==> config.mk <==
export PLATFORM = sky130hd
export DESIGN_NAME = cag_top
export DESIGN_NICKNAME = d
export VERILOG_FILES = /design/src/include/cag_pkg.sv /design/src/hw/cag_top.sv
export SDC_FILE = /design/constraint.sdc
export NUM_CORES = 1
export LEC_CHECK = 0
export ABC_AREA = 0
export CORE_MARGIN = 2
export CORE_UTILIZATION = 35
export CTS_BUF_LIST = sky130_fd_sc_hd__clkbuf_2
export CTS_CLUSTER_DIAMETER = 120
export CTS_CLUSTER_SIZE = 28
export DETAILED_ROUTE_END_ITERATION = 16
export DONT_BUFFER_PORTS = 1
export HOLD_SLACK_MARGIN = 0.03
export SLEW_MARGIN = 20
export SYNTH_ARGS = -nofsm -noshare
export SYNTH_HDL_FRONTEND = slang
export SYNTH_SLANG_ARGS = --single-unit
==> constraint.sdc <==
create_clock -name clk -period 10.8 [get_ports clk]
set_clock_uncertainty 0.1 [all_clocks]
set_input_delay 1.62 -clock clk [delete_from_list [all_inputs] [get_ports clk]]
set_output_delay 1.62 -clock clk [all_outputs]
set_load 0.01 [all_outputs]
==> src/include/cag_pkg.sv <==
`default_nettype none
package cag_pkg;
   localparam int unsigned ADDR_W = 8;
   localparam int unsigned DATA_W = 16;
   // Register offsets
   localparam logic [7:0] OFF_AGC_CTRL   = 8'h24;
   localparam logic [7:0] OFF_DRV_STAT   = 8'h25;
   localparam logic [7:0] OFF_MAXG_DEB   = 8'h27;
   localparam logic [7:0] OFF_INT_STAT   = 8'h28;
   localparam logic [7:0] OFF_INT_MASK   = 8'h29;
   localparam logic [7:0] OFF_GAIN_STAT  = 8'h2A;
   // Control register fields
   localparam int unsigned NF_BIT   = 14;
   localparam int unsigned NL_LSB   = 11;
   localparam int unsigned HYS_LSB  = 9;
   localparam int unsigned CLP_BIT  = 8;
   localparam int unsigned TG_LSB   = 5;
   localparam int unsigned TC_LSB   = 1;
   localparam int unsigned EN_BIT   = 0;
   localparam logic [15:0] AGC_RW_MASK = 16'h3FFF;
   localparam logic [15:0] AGC_RESET   = 16'h0000;
   // Max gain / debounce register fields
   localparam int unsigned MAXG_LSB = 9;
   localparam int unsigned DEB_LSB  = 6;
   localparam logic [6:0] MAXG_RESET = 7'h7F;
   // Driver status fields
   localparam int unsigned DRV_LSB = 10;
   localparam int unsigned DRV_N   = 6;
   localparam logic [5:0] DRV_RESET = 6'h3F;
   // Interrupt event bits
   localparam int unsigned EV_NOISE  = 0;
   localparam int unsigned EV_QUIET  = 1;
   localparam int unsigned EV_SHORT  = 2;
   localparam int unsigned EV_N      = 3;
   // Time base: 25 MHz clock, 0.5 ms tick
   localparam int unsigned CLK_HZ    = 25_000_000;
   localparam int unsigned TICK_US   = 500;
   localparam int unsigned TICK_CYC  = CLK_HZ / 1_000_000 * TICK_US;
   localparam logic [6:0] MAX_GAIN_CODE = 7'h5E;
   typedef enum logic [1:0] {CAG_ST_OFF, CAG_ST_NORMAL, CAG_ST_SILENCE} cag_state_t;
endpackage : cag_pkg
`default_nettype wire

==> src/hw/cag_top.sv <==
`default_nettype none
module cag_top
   import cag_pkg::*;
#(
   parameter int unsigned TICK_CYCLES = cag_pkg::TICK_CYC
) (
   input  wire logic                      clk,          // 25 MHz core clock
   input  wire logic                      rst,          // Async reset, high
   input  wire logic [cag_pkg::ADDR_W-1:0] addr,        // Register address
   input  wire logic [cag_pkg::DATA_W-1:0] wdata,       // Write data
   input  wire logic                      wr,           // Write strobe
   input  wire logic                      rd,           // Read strobe
   output logic      [cag_pkg::DATA_W-1:0] rdata,       // Read data, next cycle
   input  wire logic                      sig_below,    // Level under threshold
   input  wire logic                      sig_above,    // Level over target band
   input  wire logic [cag_pkg::DRV_N-1:0] drv_down,     // Driver powered down
   input  wire logic                      short_det,    // Short circuit seen
   output logic      [6:0]                cell_pga_gain, // PGA gain code
   output logic                           agc_active,   // AGC owns PGA gain
   output logic                           silence,      // Silence mode
   output logic      [2:0]                noise_level,  // Threshold code to analog
   output logic      [1:0]                hys_sel,      // Hysteresis code
   output logic                           clip_step,    // Clip stepping enable
   output logic      [2:0]                target_sel,   // Target level code
   output logic                           flags_valid,  // Driver flags meaningful
   output logic                           irq           // Interrupt, level
);
   import cag_pkg::*;

   ////////////////////////////////////////////////////////////////////////
   logic [15:0] agc_q;
   logic [6:0]  maxg_q;
   logic [2:0]  deb_q;
   logic [EV_N-1:0] ist_q, imask_q;
   logic        nf_q;
   logic [5:0]  drv_q;
   logic        short_q;
   cag_state_t  st_q;
   logic [1:0]  s_below, s_above, s_short;
   logic [11:0] s_drv;

   // Pins pass two flops before use
   always_ff @(posedge clk or posedge rst) begin
      if (rst) begin
         s_below <= 2'h0;
         s_above <= 2'h0;
         s_short <= 2'h0;
         s_drv   <= 12'hFFF;
      end else begin
         s_below <= {s_below[0], sig_below};
         s_above <= {s_above[0], sig_above};
         s_short <= {s_short[0], short_det};
         s_drv   <= {s_drv[5:0], drv_down};
      end
   end

   // Step periods in 0.5 ms ticks
   function automatic logic [9:0] step_ticks(input logic [3:0] tc, input logic up);
      logic [9:0] r;
      r = 10'h000;
      if (!up) begin
         case (tc[1:0])
            2'h0:    r = 10'h010;
            2'h1:    r = 10'h016;
            2'h2:    r = 10'h020;
            default: r = 10'h028;
         endcase
      end else begin
         case (tc[3:2])
            2'h0:    r = (tc[1:0] == 2'h0) ? 10'h014 : 10'h0C8;
            2'h1:    r = 10'h190;
            2'h2:    r = 10'h320;
            default: r = 10'h3E8;
         endcase
      end
      step_ticks = r;
   endfunction : step_ticks

   function automatic logic [6:0] deb_ticks(input logic [2:0] c);
      deb_ticks = (c == 3'h0) ? 7'h00 : 7'(7'h01 << (c - 3'h1));
   endfunction : deb_ticks

   ////////////////////////////////////////////////////////////////////////
   // Register writes
   logic wr_agc, wr_maxg, wr_ist, wr_imask;
   assign wr_agc   = wr && (addr == OFF_AGC_CTRL);
   assign wr_maxg  = wr && (addr == OFF_MAXG_DEB);
   assign wr_ist   = wr && (addr == OFF_INT_STAT);
   assign wr_imask = wr && (addr == OFF_INT_MASK);

   always_ff @(posedge clk or posedge rst) begin
      if (rst) begin
         agc_q <= AGC_RESET;
      end else if (wr_agc) begin
         agc_q <= wdata & AGC_RW_MASK & ~(16'h1 << NF_BIT);
      end
   end

   always_ff @(posedge clk or posedge rst) begin
      if (rst) begin
         maxg_q <= MAXG_RESET;
         deb_q  <= 3'h0;
      end else if (wr_maxg) begin
         maxg_q <= wdata[MAXG_LSB +: 7];
         deb_q  <= wdata[DEB_LSB +: 3];
      end
   end

   logic en;
   logic [3:0] tc;
   assign en = agc_q[EN_BIT];
   assign tc = agc_q[TC_LSB +: 4];

   ////////////////////////////////////////////////////////////////////////
   // fixed time base
   logic [15:0] tick_cnt_q;
   logic        tick;
   assign tick = (tick_cnt_q == 16'(TICK_CYCLES - 1));
   always_ff @(posedge clk or posedge rst) begin
      if (rst) tick_cnt_q <= 16'h0;
      else     tick_cnt_q <= tick ? 16'h0 : tick_cnt_q + 16'h1;
   end

   logic [6:0] deb_cnt_q;
   always_ff @(posedge clk or posedge rst) begin
      if (rst) begin
         st_q      <= CAG_ST_OFF;
         deb_cnt_q <= 7'h0;
      end else begin
         case (st_q)
            CAG_ST_OFF: begin
               deb_cnt_q <= 7'h0;
               if (en) st_q <= CAG_ST_NORMAL;
            end
            CAG_ST_NORMAL: begin
               if (!en) st_q <= CAG_ST_OFF;
               else if (!s_below[1]) deb_cnt_q <= 7'h0;
               else if (deb_cnt_q >= deb_ticks(deb_q)) st_q <= CAG_ST_SILENCE;
               else if (tick) deb_cnt_q <= deb_cnt_q + 7'h1;
            end
            CAG_ST_SILENCE: begin
               deb_cnt_q <= 7'h0;
               if (!en) st_q <= CAG_ST_OFF;
               else if (!s_below[1]) st_q <= CAG_ST_NORMAL;
            end
            default: st_q <= CAG_ST_OFF;
         endcase
      end
   end

   logic [9:0] step_cnt_q;
   logic       want_up, step_due;
   assign want_up  = !s_above[1] && !s_below[1];
   assign step_due = tick && (step_cnt_q >= step_ticks(tc, want_up) - 10'h1);
   always_ff @(posedge clk or posedge rst) begin
      if (rst) step_cnt_q <= 10'h0;
      else if (st_q != CAG_ST_NORMAL || step_due) step_cnt_q <= 10'h0;
      else if (tick) step_cnt_q <= step_cnt_q + 10'h1;
   end

   always_ff @(posedge clk or posedge rst) begin
      if (rst) cell_pga_gain <= 7'h0;
      else if (!en) cell_pga_gain <= 7'h0;
      else if (cell_pga_gain > maxg_q) cell_pga_gain <= maxg_q;
      else if (step_due && s_above[1] && cell_pga_gain != 7'h0)
         cell_pga_gain <= cell_pga_gain - 7'h1;
      else if (step_due && want_up && cell_pga_gain < maxg_q && cell_pga_gain < MAX_GAIN_CODE)
         cell_pga_gain <= cell_pga_gain + 7'h1;
   end

   always_ff @(posedge clk or posedge rst) begin
      if (rst) begin
         nf_q        <= 1'b0;
         drv_q       <= DRV_RESET;
         short_q     <= 1'b0;
         agc_active  <= 1'b0;
         silence     <= 1'b0;
         flags_valid <= 1'b1;
      end else begin
         nf_q        <= en & s_below[1];
         drv_q       <= s_drv[11:6];
         short_q     <= s_short[1];
         agc_active  <= en;
         silence     <= (st_q == CAG_ST_SILENCE);
         flags_valid <= !s_short[1];
      end
   end

   always_ff @(posedge clk or posedge rst) begin
      if (rst) begin
         noise_level <= 3'h0;
         hys_sel     <= 2'h0;
         clip_step   <= 1'b0;
         target_sel  <= 3'h0;
      end else begin
         noise_level <= agc_q[NL_LSB +: 3];
         hys_sel     <= agc_q[HYS_LSB +: 2];
         clip_step   <= agc_q[CLP_BIT];
         target_sel  <= agc_q[TG_LSB +: 3];
      end
   end

   ////////////////////////////////////////////////////////////////////////
   // Interrupts: set wins over clear
   logic [EV_N-1:0] ev;
   logic nf_prev_q, sil_prev_q, sh_prev_q;
   always_ff @(posedge clk or posedge rst) begin
      if (rst) begin
         nf_prev_q  <= 1'b0;
         sil_prev_q <= 1'b0;
         sh_prev_q  <= 1'b0;
      end else begin
         nf_prev_q  <= nf_q;
         sil_prev_q <= silence;
         sh_prev_q  <= short_q;
      end
   end
   assign ev = {short_q & ~sh_prev_q, silence & ~sil_prev_q, nf_q & ~nf_prev_q};

   always_ff @(posedge clk or posedge rst) begin
      if (rst) begin
         ist_q   <= '0;
         imask_q <= '0;
         irq     <= 1'b0;
      end else begin
         ist_q <= (ist_q & ~(wr_ist ? wdata[EV_N-1:0] : '0)) | ev;
         if (wr_imask) imask_q <= wdata[EV_N-1:0];
         irq <= |(ist_q & imask_q);
      end
   end

   ////////////////////////////////////////////////////////////////////////
   // Read port
   always_ff @(posedge clk or posedge rst) begin
      if (rst) rdata <= '0;
      else if (rd) begin
         case (addr)
            OFF_AGC_CTRL:  rdata <= (agc_q & AGC_RW_MASK) | (16'(nf_q) << NF_BIT);
            OFF_DRV_STAT:  rdata <= 16'(drv_q) << DRV_LSB;
            OFF_MAXG_DEB:  rdata <= (16'(maxg_q) << MAXG_LSB) | (16'(deb_q) << DEB_LSB);
            OFF_INT_STAT:  rdata <= 16'(ist_q);
            OFF_INT_MASK:  rdata <= 16'(imask_q);
            OFF_GAIN_STAT: rdata <= {7'h0, short_q, 1'b0, cell_pga_gain};
            default:       rdata <= '0;
         endcase
      end else rdata <= '0;
   end

   ////////////////////////////////////////////////////////////////////////
   // gain ceiling
   a_gain_ceiling: assert property (@(posedge clk) disable iff (rst)
      $past(cell_pga_gain) <= $past(maxg_q) |-> cell_pga_gain <= maxg_q || wr_maxg || $past(wr_maxg))
      else $error("gain above maximum");
   // reserved bit
   // The control, interrupt and gain status words have D15 reserved; the driver and max gain words use it
   a_rsvd_zero: assert property (@(posedge clk) disable iff (rst)
      $past(rd && addr == OFF_AGC_CTRL) |-> rdata[15] == 1'b0) else $error("reserved bit set");
   a_noise_flag: assert property (@(posedge clk) disable iff (rst)
      !en |=> !nf_q) else $error("noise flag while disabled");
   a_gain_off: assert property (@(posedge clk) disable iff (rst)
      !en |=> cell_pga_gain == 7'h0) else $error("gain moved while off");
   a_flags_valid: assert property (@(posedge clk) disable iff (rst)
      s_short[1] |=> !flags_valid) else $error("flags valid during short");
   a_ro_write: assert property (@(posedge clk) disable iff (rst)
      wr_agc |=> agc_q[15:14] == 2'h0) else $error("read-only bits written");
   a_drv_track: assert property (@(posedge clk) disable iff (rst)
      ##1 drv_q == $past(s_drv[11:6])) else $error("driver flags stale");
   a_deb_zero: assert property (@(posedge clk) disable iff (rst)
      st_q == CAG_ST_NORMAL && en && s_below[1] && deb_q == 3'h0 |=> st_q == CAG_ST_SILENCE)
      else $error("silence entry late");
   a_clip_step: assert property (@(posedge clk) disable iff (rst)
      wr_agc |=> ##1 clip_step == $past(wdata[CLP_BIT], 2)) else $error("clip step not applied");
   a_field_copy: assert property (@(posedge clk) disable iff (rst)
      ##1 {noise_level, hys_sel, target_sel} == $past({agc_q[NL_LSB +: 3], agc_q[HYS_LSB +: 2], agc_q[TG_LSB +: 3]}))
      else $error("field copy stale");
endmodule : cag_top
`default_nettype wire

==> summary.txt <==
Global route
  – Grt ovf: 0
  – Total track usage: 0.151
  – Initial antenna violation count: 1
  – First-pass GRT wire length: 21800 um
  – Largest net degree at the start of global routing: 77
  – Number of global-route vias before repair: 4256

Finish
  – Synth-to-layout area growth: 6.52%
  – Post-Layout Cell Count: 815
  – Fraction of layout cells with a size suffix above 1: 0.166
  – Final nets: 648
  – Most common library cell in the layout ignoring fill and taps: dfrtp_1
  – Most frequent cells in the layout: dfrtp_1 (104), nand2_1 (50), nor2_1 (45)

Die
  – Core area: about 0.017 sq mm
  – Site Rows: 48
  – Die X: ~140 um
  – Num ports: 73
  – Full die area: 0.0190 sq mm
  – Starting density of the core: 0.360
  – Die height: 138 um

STA
  – Final period util: 0.503
  – # setup viols final: 0
  – Slew Viols, Final: 0
  – RSZ-0062 raised after global routing: no
  – Minimum clock period: roughly 5400 ps
  – Tightest Pin Transition: 947 ps
  – Achievable frequency: 0.184 GHz
  – Relative slew margins: 0.368
  – Fin. Hold Viols: 0
  – Total Negative Setup Slacks: 0 ps

CTS
  – Worst-Skew Late Latency: around 740 ps
  – Clock sinks: 130
  – Hold-fix buffers at CTS: 0
  – Post-CTS setup buffer count: 0
  – Total CTS buffers: 17
  – Clock-pin slew on the worst setup and hold paths: 240 ps
  – CTS H-tree lvls: 4
  – CTS Buffer Depth: 2
  – Post-CTS Resized: 0
  – Clk Tree Root Cell: clkbuf_2
  – CTS tree: done

Worst setup path
  – CP max FO: 10
  – Worst Path Arrival: 5960 ps
  – Worst Setup End Kind: register
  – WS Path Type: register to register
  – Worst path required time: 11330 ps
  – Crit start category: register

Yosys
  – Synthesized area: 0.00628 sq mm
  – Complex-gate fraction of the synthesized area: 0.119
  – Xor/xnor cell area share of the yosys netlist: 0.0405
  – Cell accounting for the most synthesized area: dfrtp_1
  – Largest family of logic cells by synthesized area: simple AND/OR/NAND/NOR gates
  – Sequential-to-total area share from yosys stat: 0.523
  – Top cell type's share of synthesized area: 0.415
  – Mapped Cells: around 580
  – Ys flop type: dfrtp_1
  – Yosys warnings: 0
  – Synth Area in Adders: 0.0710
  – FF+latch count, synth: 130
  – Yosys cell types: 65
  – Mux cell area share after synthesis: 0.0542
  – Post-Synthesis Net Count: 647
  – Post-synth EDFFs: 0
  – Top cells by area, synth: dfrtp_1 (41%), dfstp_2 (11%), ha_1 (6.8%)
  – Ys async rst share: 1.00
  – Synth Area per Inst: 10.9 sq um
  – Simple-gate portion of the synthesized area: 0.161

Pwr
  – PD cells: 124 mW/mm^2
  – Pleak: just under 3 nW
  – Peak supply drop: 0.0543 mV

Place
  – Detailed placement HPWL: 9970 um
  – Port Buf Inserts: 0
  – Placed cells: 782
  – RePlAce Congestion: around 0.82

Detailed routing
  – Vias: 4260
  – WL/cell: 17.0 um
  – Initial DRC count: approximately 220
  – DRC violations left: 0
  – Vias per cell: around 5.2
  – Post-Route WL: roughly 14000 um
  – DRT Pass-1 Iters: 4
  – ANT nets after route: 0

Run status
  – Status: finished, final reports clean

Job
  – Max_cap viols: 0

Hold path
  – Worst min path class: register to register
-- per-stage QoR --
| stage | hold slack (ps) | utilization | power [W] | worst slack (ps) | area [sq um] |
|---|---|---|---|---|---|
| 2_1_floorplan | 231 | - | 0.000559 | 5650 | 6280 |
| 3_5_place_dp | 247 | 0.372 | 0.000571 | 5450 | 6480 |
| 3_3_place_gp | 247 | 0.372 | 0.000569 | 5810 | 6480 |
| 5_1_grt | 258 | 0.384 | 0.000872 | 4990 | 6690 |
| 4_1_cts | 255 | 0.384 | 0.000844 | 5440 | 6680 |
| 6_report | 249 | 0.384 | 0.000832 | 5360 | 6690 |
-- area by class of cell --
cell class | count | area [sq um]
inverter | 23 | 91.3
clock inverter | 15 | 121
fill | 1743 | 10700
clock buffer | 17 | 85.1
multi-input combinational | 401 | 2800
sequential | 130 | 3290
antenna | 1 | 2.50
timing repair buffer | 3 | 22.5
tap | 225 | 282
-- Yosys cell counts, types with 3 or more instances --
library cell / number
a211oi_1: 4
a21oi_1: 22
dfrtp_1: 104
nor2_1: 45
nand2b_1: 5
ha_1: 34
a22oi_1: 15
nor3b_1: 6
o21ai_0: 44
nand3b_1: 4
nor3_1: 6
xnor2_1: 16
clkbuf_1: 13
nand4_1: 7
nor2b_1: 5
or2_2: 6
inv_1: 23
and2_1: 5
o211ai_1: 4
dfstp_2: 26
mux2_2: 16
a31oi_1: 3
nand3_1: 21
a21o_1: 7
mux2i_1: 10
xor2_1: 13
buf_2: 3
and3_1: 9
mux2_4: 4
nand2_1: 50
-- layer usage --
metal,GRT usage,share of wire,vias up
met3,0.0461,0.067,15
met1,0.192,0.43,2103
met5,0,0,-
met4,0.0612,0.016,0
li1,-,-,2034
met2,0.240,0.48,108
-- critical path, stage by stage (launching register included) --
cell and delay, ps:
dfrtp_1 540, or2_2 390, nand2_1 80, nand2_1 50, a21oi_1 230, ha_1 180, a21boi_0 290, xor2_1 220
ha_1 280, a31oi_1 180, nor3b_1 70, a311oi_1 740, nor3b_2 240, fa_1 480, a21o_1 170, a21oi_1 230
o21ai_0 200, o21bai_1 190, nor4b_2 180, a211o_1 280
-- registers in the layout, indices dropped and copies added (netlist names), 3 cells and up --
name,cells
agc_q,14
cell_pga_gain,7
deb_cnt_q,7
deb_q,3
drv_q,6
imask_q,3
ist_q,3
maxg_q,7
noise_level,3
rdata,16
s_drv,12
step_cnt_q,10
target_sel,3
tick_cnt_q,16
-- power breakdown --
part | switching, W | total, W | internal [W]
sequential | 0.0000126 | 0.000518 | 0.000506
combinational | 0.0000273 | 0.0000440 | 0.0000167
clock | 0.000204 | 0.000270 | 0.0000667
-- logic make-up after synthesis --
| logic type | after synthesis |
|---|---|
| buffers and inverters | 44 |
| XOR/XNOR | 29 |
| AND/OR/NAND/NOR | 188 |
| multiplexers | 30 |
| AO/OA/AOI/OAI | 119 |
| adder cells (fa/ha/maj) | 35 |
| flip-flops | 130 |
-- path summary, 6_finish.rpt --
check	to	cells after the start	slack [ps]	startpoint
min in group asynchronous	s_below[0]	1	630	rst
max in group asynchronous	rdata[5]	2	8600	rst
setup / recovery	cell_pga_gain[6]	19	5360	s_below[1]
hold reg to reg	s_drv[8]	0	250	s_drv[2]
hold / removal	s_drv[8]	0	250	s_drv[2]
setup reg to reg	cell_pga_gain[6]	19	5360	s_below[1]
Power figures use the tool's default switching activity.
